File: src/rtl/srql_pkg.sv
// Shared constants, carrier types and frame helpers for the read-back and qualify logic
package srql_pkg;
   localparam int         FRAME_W       = 16;
   localparam int         ADDR_W        = 4;
   localparam int         DATA_W        = 10;
   localparam int         DIAG_W        = 4;
   localparam int         REV_W         = 6;
   localparam int         RW_POS        = 15;
   localparam int         ADDR_LSB      = 11;
   localparam int         PAR_POS       = 10;
   localparam int         DIAG_LEN      = 3;
   localparam int         DIAG_PAR      = 2;
   localparam int         DIAG_ACC      = 1;
   localparam int         DIAG_HWR      = 0;
   localparam logic [3:0] RW_DONE_CNT   = 4'h1;
   localparam logic [3:0] ADDR_DONE_CNT = 4'h5;
   localparam logic [3:0] LAST_BIT_CNT  = 4'hF;
   localparam logic [3:0] CHECK_PATTERN = 4'h9;

   typedef enum {LOG_INIT, LOG_WRITE, LOG_STD_READ, LOG_DC_READ, LOG_REJECT} srql_log_kind_t;

   // Pins from the link, sampled together through one synchroniser
   typedef struct packed {
      logic sclk;
      logic cs_n;
      logic sdi;
      logic hw_n;
   } srql_pins_t;

   // Command handed to the register file after a qualified transaction
   typedef struct packed {
      logic              read;
      logic              write;
      logic [ADDR_W-1:0] addr;
      logic [DATA_W-1:0] data;
   } srql_exec_t;

   typedef struct packed {
      logic              qualified;
      logic [DIAG_W-1:0] fail;
   } srql_verdict_t;

   function automatic logic out_parity(input logic [FRAME_W-2:0] info);
      return ~(^info);
   endfunction

   // Error flag, middle nibble, parity, data: odd parity over all sixteen bits
   function automatic logic [FRAME_W-1:0] make_frame(input logic              flag,
                                                     input logic [ADDR_W-1:0] mid,
                                                     input logic [DATA_W-1:0] data);
      return {flag, mid, out_parity({flag, mid, data}), data};
   endfunction
endpackage

File: src/rtl/srql_sync.sv
// Two-stage synchroniser for the link pins
`timescale 1ns/1ps
module srql_sync
   import srql_pkg::*;
(
   input  wire logic       CLK,
   input  wire logic       SRST,
   input  wire srql_pins_t PINS_IN,
   output srql_pins_t      PINS_OUT
);
   typedef struct packed {
      srql_pins_t s1;
      srql_pins_t s2;
   } srql_sync_state_t;

   // Idle levels: clock low, select and reset released
   localparam srql_pins_t IDLE_PINS = '{sclk: 1'b0, cs_n: 1'b1, sdi: 1'b0, hw_n: 1'b1};

   srql_sync_state_t state_reg;
   srql_sync_state_t state_next;

   always_comb begin
      state_next    = state_reg;
      state_next.s1 = PINS_IN;
      state_next.s2 = state_reg.s1;
   end

   always_ff @(posedge CLK) begin
      if (SRST) begin
         state_reg <= '{s1: IDLE_PINS, s2: IDLE_PINS};
      end else begin
         state_reg <= state_next;
      end
   end

   assign PINS_OUT = state_reg.s2;
endmodule // srql_sync

File: src/rtl/srql_qualify.sv
// Qualification of the last received frame with ordered error selection
`timescale 1ns/1ps
module srql_qualify
   import srql_pkg::*;
#(
   parameter logic [FRAME_W-1:0] WRITABLE_MASK = 16'hFFFF
)
(
   input  wire logic [FRAME_W-1:0] FRAME,
   input  wire logic               LEN_OK,
   input  wire logic               RST_SEEN,
   output srql_verdict_t           VERDICT
);
   logic              par_ok;
   logic              is_read;
   logic [ADDR_W-1:0] addr;
   logic              access_bad;

   always_comb begin
      par_ok     = ^FRAME;
      is_read    = FRAME[RW_POS];
      addr       = FRAME[ADDR_LSB +: ADDR_W];
      access_bad = is_read ? (FRAME[DATA_W-1:0] != '0)
                           : (!WRITABLE_MASK[addr] || RST_SEEN);
      VERDICT    = '0;
      // Only the first failing check is reported
      if (!LEN_OK) begin
         VERDICT.fail[DIAG_LEN] = 1'b1;
      end else if (!par_ok) begin
         VERDICT.fail[DIAG_PAR] = 1'b1;
      end else if (access_bad) begin
         VERDICT.fail[DIAG_ACC] = 1'b1;
      end
      VERDICT.qualified = (VERDICT.fail == '0);
   end
endmodule // srql_qualify

File: src/rtl/spi_readback_qualify_log.sv
// SPI target read path: SDO answer, pass-through, qualification and transaction log
//
// Overview of operation
// Standard mode answers a read with error flag, status, parity, ten data bits.
// Later frames of a transaction replay received SDI frames, sixteen clocks late.
// Standard mode samples register data once the four address bits arrive.
// Daisy-chain mode sends the current transaction log in the first frame.
// Daisy chain executes only the last frame; read data comes next transaction.
// Daisy-chain SDO content is the same for reads and writes.
// Daisy-chain read data is sampled at the start of the following transaction.
// SDO bit ten is inverted XOR of the other fifteen bits: odd parity.
// Master checks a returned frame by XOR of all sixteen bits giving one.
// A read qualifies on length multiple of sixteen, odd parity, zero data.
// Qualified read executes, triggers clear-on-read and loads the log.
// Failed read is not executed; sets error flag, diagnostic bit, logs failure.
// Any unqualified transaction sets the error flag, reported afterwards.
// Length error bit rises when the clock count is not a sixteen multiple.
// Parity error bit rises when the received frame fails odd parity.
// Access error: bad write address, write under reset, or nonzero read data.
// Only the highest error is recorded: length, then parity, then access.
// Diagnostic bits accumulate and clear only on a qualified config read.
// Later transactions qualify and log normally while diagnostic bits stay set.
// Log updates on chip-select rise according to direction, result, mode, select.
// Daisy read log: flag, address or status, parity, register data.
// Standard read log: flag, address, parity, current device status.
// Rejected log: flag one, parity, cumulative error bits nine to six.
// Initial log: flag zero, zero address, parity, revision code, check pattern.
// Count clocks within chip select and keep the last sixteen bits received.
`timescale 1ns/1ps
module spi_readback_qualify_log
   import srql_pkg::*;
#(
   parameter logic [ADDR_W-1:0]  CONFIG_REG_ADDR = 4'h0,
   parameter logic [FRAME_W-1:0] WRITABLE_MASK   = 16'hFFFF,
   // Arbitrary neutral value
   parameter logic [REV_W-1:0]   REVISION_CODE   = 6'h15
)
(
   input  wire logic              CLK,
   input  wire logic              SRST,
   input  wire logic              SCLK,
   input  wire logic              CHIP_SELECT_LOW_N,
   input  wire logic              SDI,
   output logic                   SDO,
   output logic                   SDO_OE,
   input  wire logic              HARDWARE_RESET_INPUT_N,
   input  wire logic              DAISY_CHAIN_ENABLE,
   input  wire logic              STATUS_OR_ADDRESS_SELECT,
   input  wire logic [ADDR_W-1:0] GENERAL_STATUS_BITS,
   input  wire logic [DATA_W-1:0] DEVICE_STATUS,
   output logic [ADDR_W-1:0]      REG_RD_ADDR,
   output logic                   REG_RD_SAMPLE,
   input  wire logic [DATA_W-1:0] REG_RD_DATA,
   output srql_exec_t             EXEC,
   output logic                   INTERFACE_ERROR,
   output logic [DIAG_W-1:0]      DIAG_BITS
);
   // Writable mask needs one bit for every address
   if (FRAME_W != 2 ** ADDR_W) begin : g_param_check
      $error("writable mask must hold one bit per address");
   end

   typedef struct packed {
      logic               sclk_q;
      logic               cs_n_q;
      logic               active;
      logic [3:0]         bit_cnt;
      logic               any_clk;
      logic               past_first;
      logic [FRAME_W-1:0] rx_shift;
      logic [FRAME_W-1:0] frame_word;
      logic               std_read;
      logic               fetch_log;
      logic               fetch_std;
      logic               rst_in_txn;
      logic               interface_error;
      logic [DIAG_W-1:0]  diag;
      srql_log_kind_t     log_kind;
      logic [ADDR_W-1:0]  log_addr;
      logic [DATA_W-1:0]  log_data;
      logic               sdo;
      logic               sdo_oe;
      logic [ADDR_W-1:0]  rd_addr;
      logic               rd_sample;
      srql_exec_t         exec;
   } srql_state_t;

   srql_state_t   state_reg;
   srql_state_t   state_next;
   srql_pins_t    pins_raw;
   srql_pins_t    pins_s;
   srql_verdict_t verdict;
   logic          sclk_rise;
   logic          sclk_fall;
   logic          cs_fall;
   logic          cs_rise;
   logic          len_ok;
   logic [FRAME_W-1:0] log_word;

   assign pins_raw = '{sclk: SCLK, cs_n: CHIP_SELECT_LOW_N, sdi: SDI,
                       hw_n: HARDWARE_RESET_INPUT_N};

   // Every link pin crosses here; nothing reads the raw pins
   srql_sync u_sync (
      .CLK      (CLK),
      .SRST     (SRST),
      .PINS_IN  (pins_raw),
      .PINS_OUT (pins_s)
   );

   // Edges of the link clock and select, found on the synchronised copies
   assign sclk_rise = pins_s.sclk && !state_reg.sclk_q;
   assign sclk_fall = !pins_s.sclk && state_reg.sclk_q;
   assign cs_fall   = !pins_s.cs_n && state_reg.cs_n_q;
   assign cs_rise   = pins_s.cs_n && !state_reg.cs_n_q;
   // Counter wraps every sixteen rises: zero after clocks means whole frames
   assign len_ok    = state_reg.any_clk && (state_reg.bit_cnt == '0);

   srql_qualify #(
      .WRITABLE_MASK (WRITABLE_MASK)
   ) u_qualify (
      .FRAME    (state_reg.rx_shift),
      .LEN_OK   (len_ok),
      .RST_SEEN (state_reg.rst_in_txn),
      .VERDICT  (verdict)
   );

   // Log word is rebuilt when sent, so flag, status and read data are current
   always_comb begin
      case (state_reg.log_kind)
         LOG_INIT: begin
            log_word = make_frame(1'b0, '0, {REVISION_CODE, CHECK_PATTERN});
         end
         LOG_WRITE: begin
            log_word = make_frame(state_reg.interface_error, state_reg.log_addr,
                                  state_reg.log_data);
         end
         LOG_STD_READ: begin
            log_word = make_frame(state_reg.interface_error, state_reg.log_addr,
                                  DEVICE_STATUS);
         end
         LOG_DC_READ: begin
            log_word = make_frame(state_reg.interface_error,
                                  STATUS_OR_ADDRESS_SELECT ? GENERAL_STATUS_BITS
                                                           : state_reg.log_addr,
                                  REG_RD_DATA);
         end
         LOG_REJECT: begin
            log_word = make_frame(1'b1, '0,
                                  {state_reg.diag, {(DATA_W - DIAG_W){1'b0}}});
         end
         default: begin
            log_word = '0;
         end
      endcase
   end

   always_comb begin
      logic [FRAME_W-1:0] rx_next;
      logic [3:0]         cnt_next;
      rx_next  = {state_reg.rx_shift[FRAME_W-2:0], pins_s.sdi};
      cnt_next = state_reg.bit_cnt + 4'h1;
      state_next           = state_reg;
      state_next.sclk_q    = pins_s.sclk;
      state_next.cs_n_q    = pins_s.cs_n;
      state_next.fetch_log = 1'b0;
      state_next.fetch_std = 1'b0;
      state_next.rd_sample = 1'b0;
      state_next.exec      = '0;

      if (cs_fall) begin
         state_next.active     = 1'b1;
         state_next.bit_cnt    = '0;
         state_next.any_clk    = 1'b0;
         state_next.past_first = 1'b0;
         state_next.std_read   = 1'b0;
         state_next.rst_in_txn = 1'b0;
         state_next.sdo_oe     = 1'b1;
         state_next.fetch_log  = 1'b1;
         state_next.rd_addr    = state_reg.log_addr;
         // Daisy read data is fetched now, not when the read executed
         state_next.rd_sample  = (state_reg.log_kind == LOG_DC_READ);
      end else if (cs_rise && state_reg.active) begin
         state_next.active = 1'b0;
         state_next.sdo_oe = 1'b0;
         state_next.sdo    = 1'b0;
         // A select pulse with no clocks is ignored and leaves the log alone
         if (state_reg.any_clk) begin
            if (verdict.qualified) begin
               // Only the last sixteen bits form the command
               state_next.exec.addr = state_reg.rx_shift[ADDR_LSB +: ADDR_W];
               state_next.exec.data = state_reg.rx_shift[DATA_W-1:0];
               state_next.log_addr  = state_reg.rx_shift[ADDR_LSB +: ADDR_W];
               if (state_reg.rx_shift[RW_POS]) begin
                  state_next.exec.read = 1'b1;
                  state_next.log_kind  = DAISY_CHAIN_ENABLE ? LOG_DC_READ : LOG_STD_READ;
                  if (state_reg.rx_shift[ADDR_LSB +: ADDR_W] == CONFIG_REG_ADDR) begin
                     state_next.diag            = '0;
                     state_next.interface_error = 1'b0;
                  end
               end else begin
                  state_next.exec.write = 1'b1;
                  state_next.log_kind   = LOG_WRITE;
                  state_next.log_data   = state_reg.rx_shift[DATA_W-1:0];
               end
            end else begin
               // Flag stays set until a qualified config read clears it
               state_next.interface_error = 1'b1;
               state_next.diag            = state_reg.diag | verdict.fail;
               state_next.log_kind        = LOG_REJECT;
            end
         end
      end else if (state_reg.active) begin
         if (sclk_rise) begin
            state_next.rx_shift = rx_next;
            state_next.bit_cnt  = cnt_next;
            state_next.any_clk  = 1'b1;
            if (state_reg.bit_cnt == LAST_BIT_CNT) begin
               state_next.past_first = 1'b1;
            end
            // Direct answer only in the first frame of a standard-mode read
            if (!state_reg.past_first && !DAISY_CHAIN_ENABLE) begin
               if (cnt_next == RW_DONE_CNT && pins_s.sdi) begin
                  state_next.std_read = 1'b1;
                  state_next.frame_word[FRAME_W-1:ADDR_LSB] =
                     {state_reg.interface_error, GENERAL_STATUS_BITS};
               end
               if (cnt_next == ADDR_DONE_CNT && state_reg.std_read) begin
                  state_next.rd_addr   = rx_next[ADDR_W-1:0];
                  state_next.rd_sample = 1'b1;
                  state_next.fetch_std = 1'b1;
               end
            end
         end
         if (sclk_fall && state_reg.any_clk) begin
            if (state_reg.bit_cnt == '0) begin
               // Frame boundary: replay the frame just received, unaltered
               state_next.frame_word = state_reg.rx_shift;
               state_next.sdo        = state_reg.rx_shift[FRAME_W-1];
            end else begin
               state_next.sdo = state_reg.frame_word[LAST_BIT_CNT - state_reg.bit_cnt];
            end
         end
      end

      if (state_reg.fetch_log) begin
         // Same log path for reads and writes in daisy mode
         state_next.frame_word = log_word;
         state_next.sdo        = log_word[FRAME_W-1];
      end
      // Read data is taken in the same cycle as the sample pulse, long before bit ten leaves
      if (state_reg.fetch_std) begin
         state_next.frame_word = make_frame(state_reg.frame_word[FRAME_W-1],
                                            state_reg.frame_word[ADDR_LSB +: ADDR_W],
                                            REG_RD_DATA);
      end
      // Reset seen wins over a clear in the same cycle
      if (!pins_s.hw_n) begin
         state_next.diag[DIAG_HWR] = 1'b1;
         if (state_reg.active) begin
            state_next.rst_in_txn = 1'b1;
         end
      end
   end

   always_ff @(posedge CLK) begin
      if (SRST) begin
         state_reg          <= '0;
         // Select idles high, so leaving reset gives no false falling edge
         state_reg.cs_n_q   <= 1'b1;
         state_reg.log_kind <= LOG_INIT;
      end else begin
         state_reg <= state_next;
      end
   end

   assign SDO             = state_reg.sdo;
   assign SDO_OE          = state_reg.sdo_oe;
   assign REG_RD_ADDR     = state_reg.rd_addr;
   assign REG_RD_SAMPLE   = state_reg.rd_sample;
   assign EXEC            = state_reg.exec;
   assign INTERFACE_ERROR = state_reg.interface_error;
   assign DIAG_BITS       = state_reg.diag;

   logic end_valid;
   assign end_valid = cs_rise && state_reg.active && state_reg.any_clk;

   chk_log_parity: assert property (@(posedge CLK) disable iff (SRST)
      state_reg.fetch_log |=> (^state_reg.frame_word) && state_reg.sdo == state_reg.frame_word[15])
      else $error("log frame sent without odd parity");

   chk_frame_replay: assert property (@(posedge CLK) disable iff (SRST)
      (state_reg.active && !cs_rise && !cs_fall && sclk_fall && len_ok)
      |=> state_reg.frame_word == $past(state_reg.rx_shift) && state_reg.sdo == state_reg.frame_word[15])
      else $error("received frame not replayed at frame boundary");

   chk_len_error: assert property (@(posedge CLK) disable iff (SRST)
      (end_valid && state_reg.bit_cnt != 4'h0)
      |=> DIAG_BITS[DIAG_LEN] && INTERFACE_ERROR && state_reg.log_kind == LOG_REJECT)
      else $error("short transaction not flagged as length error");

   chk_err_order: assert property (@(posedge CLK) disable iff (SRST)
      (end_valid && !len_ok) |=> $stable(DIAG_BITS[DIAG_PAR]) && $stable(DIAG_BITS[DIAG_ACC]))
      else $error("lower error recorded beside length error");

   chk_par_error: assert property (@(posedge CLK) disable iff (SRST)
      (end_valid && len_ok && !(^state_reg.rx_shift)) |=> DIAG_BITS[DIAG_PAR] && !EXEC.read)
      else $error("parity failure not recorded");

   chk_read_exec: assert property (@(posedge CLK) disable iff (SRST)
      (end_valid && verdict.qualified && state_reg.rx_shift[15])
      |=> EXEC.read ##1 !EXEC.read)
      else $error("qualified read not executed as one pulse");

   chk_reject_noexec: assert property (@(posedge CLK) disable iff (SRST)
      (end_valid && !verdict.qualified)
      |=> !EXEC.read && !EXEC.write && INTERFACE_ERROR
          && ((DIAG_BITS & $past(verdict.fail)) == $past(verdict.fail)))
      else $error("rejected transaction executed or not recorded");

   chk_std_sample: assert property (@(posedge CLK) disable iff (SRST)
      (state_reg.active && sclk_rise && !cs_rise && !state_reg.past_first && !DAISY_CHAIN_ENABLE
       && state_reg.std_read && state_reg.bit_cnt == 4'h4)
      |=> REG_RD_SAMPLE ##1 (state_reg.frame_word[9:0] == $past(REG_RD_DATA)))
      else $error("standard read data not sampled after address");

   chk_diag_sticky: assert property (@(posedge CLK) disable iff (SRST)
      !(end_valid && verdict.qualified) |=> (DIAG_BITS & $past(DIAG_BITS)) == $past(DIAG_BITS))
      else $error("diagnostic bit dropped without config read");

   chk_sdo_enable: assert property (@(posedge CLK) disable iff (SRST)
      cs_fall |=> SDO_OE ##1 state_reg.frame_word == $past(log_word))
      else $error("log not loaded at start of transaction");

   cov_daisy_read: cover property (@(posedge CLK) disable iff (SRST)
      end_valid && verdict.qualified && state_reg.rx_shift[15] && DAISY_CHAIN_ENABLE);
   cov_std_read: cover property (@(posedge CLK) disable iff (SRST)
      state_reg.fetch_std);
   cov_reject: cover property (@(posedge CLK) disable iff (SRST)
      end_valid && !verdict.qualified);
   cov_replay: cover property (@(posedge CLK) disable iff (SRST)
      state_reg.past_first && sclk_fall && len_ok);

   cov_qualify_after_err: cover property (@(posedge CLK) disable iff (SRST)
      end_valid && verdict.qualified && state_reg.diag != '0);
endmodule // spi_readback_qualify_log

File: config.mk
export PLATFORM = sky130hd
export DESIGN_NAME = spi_readback_qualify_log
export DESIGN_NICKNAME = d
export VERILOG_FILES = /design/src/rtl/srql_pkg.sv /design/src/rtl/srql_sync.sv /design/src/rtl/srql_qualify.sv /design/src/rtl/spi_readback_qualify_log.sv
export SDC_FILE = /design/constraint.sdc
export NUM_CORES = 1
export LEC_CHECK = 0
export ABC_AREA = 1
export BUFFER_PORTS_ARGS = -buffer_cell sky130_fd_sc_hd__buf_2
export CORE_MARGIN = 2
export CORE_UTILIZATION = 38
export CTS_CLUSTER_DIAMETER = 120
export DETAILED_ROUTE_END_ITERATION = 6
export PLACE_DENSITY = 0.58
export SLEW_MARGIN = 0
export SYNTH_ARGS = -nofsm -noshare
export SYNTH_HDL_FRONTEND = slang
export SYNTH_SLANG_ARGS = --single-unit
File: constraint.sdc
create_clock -name CLK -period 4.3 [get_ports CLK]
set_input_delay 0.86 -clock CLK [delete_from_list [all_inputs] [get_ports CLK]]
set_output_delay 0.86 -clock CLK [all_outputs]
set_load 0.1 [all_outputs]
# After elaboration in Yosys (flattened, before gate mapping)
# Memories as Yosys holds them, arrays and structs flattened. A register that Yosys moved wholly into a read port is not among the register bits.
# Index checks and enable logic that the tools add are counted.
# W data, S select, Z words.
[word_totals]
ramBits = 0
mem_count = 1
latchBits = 0
output_inout_bits = 28
regBits = 127
word_cells = 189
mem_bits_ro = 16
input_bits = 32
[op_classes]
n_lt_le_gt_ge = 2
n_eq_ne = 20
shifts = 0
muxes = 58
n_div = 0
n_addsub = 2
reduce_logical = 56
n_mul = 0
n_bitwise = 15
[mem_list]
columns = ["name", "words", "width", "rd", "rd_clocked_by_memory_dff", "write_ports", "line_no", "source"]
rows = [
  ["(name not given)", 16, 1, 1, 1, 0, "srql_qualify.sv:24", ": (!WRITABLE_MASK[addr] || RST_SEEN);"],
]
[op_table]
columns = ["operator", "count"]
rows = [
  ["$mux W47", 2],
  ["$pmux W16 S5", 1],
  ["$mux W39", 2],
  ["$reduce_xor A15 Y1", 5],
  ["$eq A32 B2 Y1 const B", 2],
  ["$eq A32 B3 Y1 const B", 2],
  ["$mux W16", 4],
  ["$mux W48", 1],
  ["$mux W5", 9],
  ["$mux W37", 1],
  ["$eq A32 B1 Y1 const B", 1],
  ["$logic_not A32 Y1", 1],
  ["$reduce_and A5 Y1", 6],
  ["$mux W27", 1],
  ["$mux W1", 26],
  ["$ne A2 B2 Y1 const B", 8],
  ["$reduce_and A4 Y1", 4],
  ["$reduce_xor A16 Y1", 1],
  ["$reduce_bool A3 Y1", 5],
  ["$mux W14", 1],
  ["$not A1 Y1", 14],
  ["$mux W4", 3],
  ["$ne A3 B3 Y1 const B", 4],
  ["$reduce_bool A2 Y1", 6],
  ["23 further kinds", 43],
]

# Logic depth before layout (Yosys ltp)
[logic_depth]
ltp_word = 14
ltp_mapped = 17
depth_no_buf = 16

# Modules after synthesis
# Synthesis repeated with hierarchy kept, for this count alone.
[unflattened]
hier_cells = 828
area_unflattened_um2 = 5629.1
[modules_own_cells]
columns = ["mod", "seq_area_each_um2", "n_inst", "area_each_um2", "cells_per_inst"]
rows = [
  ["spi_readback_qualify_log", 1781.7, 1, 4993.5, 718],
  ["srql_qualify", 0.0, 1, 411.6, 85],
  ["srql_sync", 160.2, 1, 224.0, 25],
]

# Worst setup path before layout
# Ideal clock, no wire load.
[synth_path]
kind = "flip-flop to flip-flop"
startpoint = "reg state_reg[116] in the netlist's numbering"
endpoint = "reg state_reg[23] in the netlist's numbering"
required_time_ns = 4.230
synth_period_minus_slack_ns = 2.567
n_path_buf = 1
t_arrival_ns = 2.497
setup_ns = 0.070
path_slack_ns = 1.733
path_stages_with_launch = 10
cell_sequence = "dfxtp_1 inv_1 nor3_2 inv_1 nor2_1 inv_1 nor3_1 clkbuf_4 nand3_1 a21oi_1"
[synth_between]
elab_chain_cells = 2
[synth_lines]
columns = ["item", "line_no", "source"]
rows = [
  ["start, declared", "spi_readback_qualify_log.sv:88", "srql_state_t state_reg;"],
  ["start signal, assigned", "spi_readback_qualify_log.sv:273", "state_reg <= state_next;"],
  ["$logic_and A1 B1 Y1", "n/a", ""],
  ["$reduce_and A5 Y1 (no line)", "n/a", ""],
]
# No other way between the ends.
# A chain may end at the register's enable or synchronous reset.

# Worst setup path in the final report
[layout_path]
startpoint = "reg state_reg[112] in the netlist's numbering"
endpoint = "reg state_reg[87] in the netlist's numbering"
[layout_between]
elab_chain_cells = 3
[layout_lines]
columns = ["item", "line_no", "source"]
rows = [
  ["$logic_not A4 Y1", "spi_readback_qualify_log.sv:236", "if (state_reg.bit_cnt == '0) begin"],
  ["$reduce_bool A3 Y1 (no line)", "n/a", ""],
  ["$reduce_and A5 Y1 (no line)", "n/a", ""],
]
# No other way between the ends.

==> flow_summary.yaml <==
run_status:
  status: "finished clean"
grt:
  grt-ovfl-total: 0
  antenna_found_initial: 0
  grt_max_degree: 33
  grt_first_pass_wirelength_mm: 24.7
  grt_pass1_vias: 4689
  grtUsageTotal_pct: 21.2
sta:
  fin_ws_ns: 1.70
  max-slew-margin-rel_pct: 28.2
  max_clock_freq_mhz: 384
  post-route-min-period_ns: 2.60
  tightestPinTransition_ns: 1.07
  finalMaxSlewViolations: 0
  fin_crit_sh_pct: 60.5
  finalSetupViolations: 0
  hold_violations: 0
  rsz0062_at_grt: "false"
  fin_setup_tns_ns: 0
  skew_ns: 0.00783
drt:
  drt_iter0_drc: 352
  avgViaCountPerCell: 5.08
  drt-total-wl_mm: 15.7
  wl_per_cell_um: 15.3
  firstDrtPassIters: 5
  ant_nets: 0
  drc_errors: 0
  vias: 5208
floorplan:
  num_io_pins: 60
  die_w_um: 124
  die-area_sq_um: 15400
  initial_utilization_pct: 39.1
  row_count: 43
  coreArea_sq_um: 14000
  die_h_um: 124
placed_design:
  portBuffers: 59
  gp_congestion: 0.917
  placed_cells: 1010
  place_area_sq_um: 5710
  hpwl_mm: 12.0
  place_ws_ns: 1.74
clocking:
  cts_htree_levels: 3
  cts_inserted_buffers: 9
  insertion_delay_ns: 0.36
  cts_tree: "yes"
  cts_setup_buffers: 0
  postCtsHoldBufs: 0
  cts.sinks: 97
  clockBufferDepth: 2
  post_cts_resized: 0
  clk_pin_slew_ns: 0.07
  cts-root-buf: "clkbuf_16"
logic_synthesis:
  synth_seq_cells: 97
  synth.net_count: 853
  async_reset_ff_share_pct: 0
  synth_ff_type: "dfxtp_1"
  synth_area_sq_um: 5480
  synth_warnings: 0
  ys_seq_area_share_pct: 35.5
  synth.distinct_cells: 39
  netlist_instances: 814
  syn_area_per_cell_sq_um: 6.73
  synth-edff-count: 0
cells_and_area:
  layout_commonest_cell: "nand2_1"
  area_growth_pct: 9.46
  design_area_sq_um: 5990
  fin_nets: 880
  drive_above_1_share_pct: 12.5
  final_cell_mix: "nand2_1, dfxtp_1, inv_1"
  largest_reg_flops: 62
  layoutNonFillerInstCount: 1026
  antennaDiodeCount: 0
  fill_cells: 1523
hold_path:
  worstHoldPathType: "reg2reg"
pwr:
  power_w: 0.00187
  leakage_nw: 2.56
  powerDensity_nw_per_um2: 313
  irDropWorstVdd_mv: 0.177
setup_path:
  cp_max_fo: 21
  crit_arrival_ns: 2.85
  worstPathRequired_ns: 4.54
  cp-end-kind: "register"
  cp_slowest_cell: "nand2_1"
  crit_chain: "inv_1 > ha_1 > inv_1 > nor3_1 > inv_1 > nor2_1 > nand4_1 > nand2_1 > inv_1 > a221oi_1 > nor2_1"
  crit_top_cell: "inv_1"
  start_kind: "register"
  worst-setup-path-type: "reg2reg"
  slowest_delay_ns: 0.47
run:
  cap_violations: 0
[cell usage after synthesis, types with 9 or more instances]
cell | n | share of area [%]
clkbuf_1 | 14 | 0.96
a21oi_1 | 56 | 5.1
nor2_1 | 56 | 3.8
o21ai_0 | 74 | 6.8
nand2_1 | 234 | 16
a31oi_1 | 16 | 1.8
buf_4 | 25 | 3.4
xor2_1 | 17 | 2.7
inv_1 | 89 | 6.1
nor2_2 | 10 | 1.1
dfxtp_1 | 97 | 35
xnor2_1 | 19 | 3.0
nand3_1 | 37 | 3.4
nor3_1 | 9 | 0.82
[routing by layer]
layer  part of all wire (%)  track usage [%]  wire, um  vias up
met5                      0                0         0        -
met1                     48             29.0      7440     2358
met3                    6.2             4.44       973       25
met4                    2.2             7.51       349        0
li1                       -                -         -     2658
met2                     44             33.1      6890      167
[metrics by stage]
stage	utilization [%]	hold slack, ns
3_3_place_gp	40.8	0.390
2_1_floorplan	-	0.388
5_1_grt	42.8	0.421
6_report	42.8	0.406
4_1_cts	42.8	0.409
3_5_place_dp	40.8	0.397
[report_power, final]
group	internal (W)	switching, W
registers	0.000913	0.0000131
clock network	0.000397	0.000371
logic	0.0000651	0.000115
[logic make-up (layout without fill, tap and decap cells)]
group,after synthesis,in the layout,synth area share (%)
AND/OR/NAND/NOR,362,362,27.5
AO/OA/AOI/OAI,170,170,17.1
buffers and inverters,141,173,12.2
flip-flops,97,97,35.5
XOR/XNOR,37,37,6.06
adder cells (fa/ha/maj),7,7,1.60
[critical path, delay by kind of cell, from the launching register on]
| family | cells | cell delay (ns) |
|---|---|---|
| simple gates | 5 | 1.00 |
| flops | 1 | 0.40 |
| compound gates | 1 | 0.23 |
| buf+inv | 4 | 0.59 |
| fa+ha+maj | 1 | 0.25 |
[final timing paths]
path                        startpoint                 end  slack [ns]  depth (start not counted)
setup / recovery        state_reg[112]       state_reg[87]        1.70                         11
hold reg to reg   u_sync.state_next[3]  u_sync.PINS_OUT[3]        0.41                          2
setup reg to reg        state_reg[112]       state_reg[87]        1.70                         11
hold / removal    u_sync.state_next[3]  u_sync.PINS_OUT[3]        0.41                          2
[layout make-up]
class	count	area, sq um	area share, %
Clock buffer	9	225	3.76
Clock inverter	7	53.8	0.898
Inverter	93	352	5.87
Multi-Input combinational cell	576	2860	47.8
Sequential cell	97	1940	32.4
Tap cell	180	225	3.76
Timing Repair Buffer	64	333	5.55
Note: power is estimated with default switching activity, not from simulation.
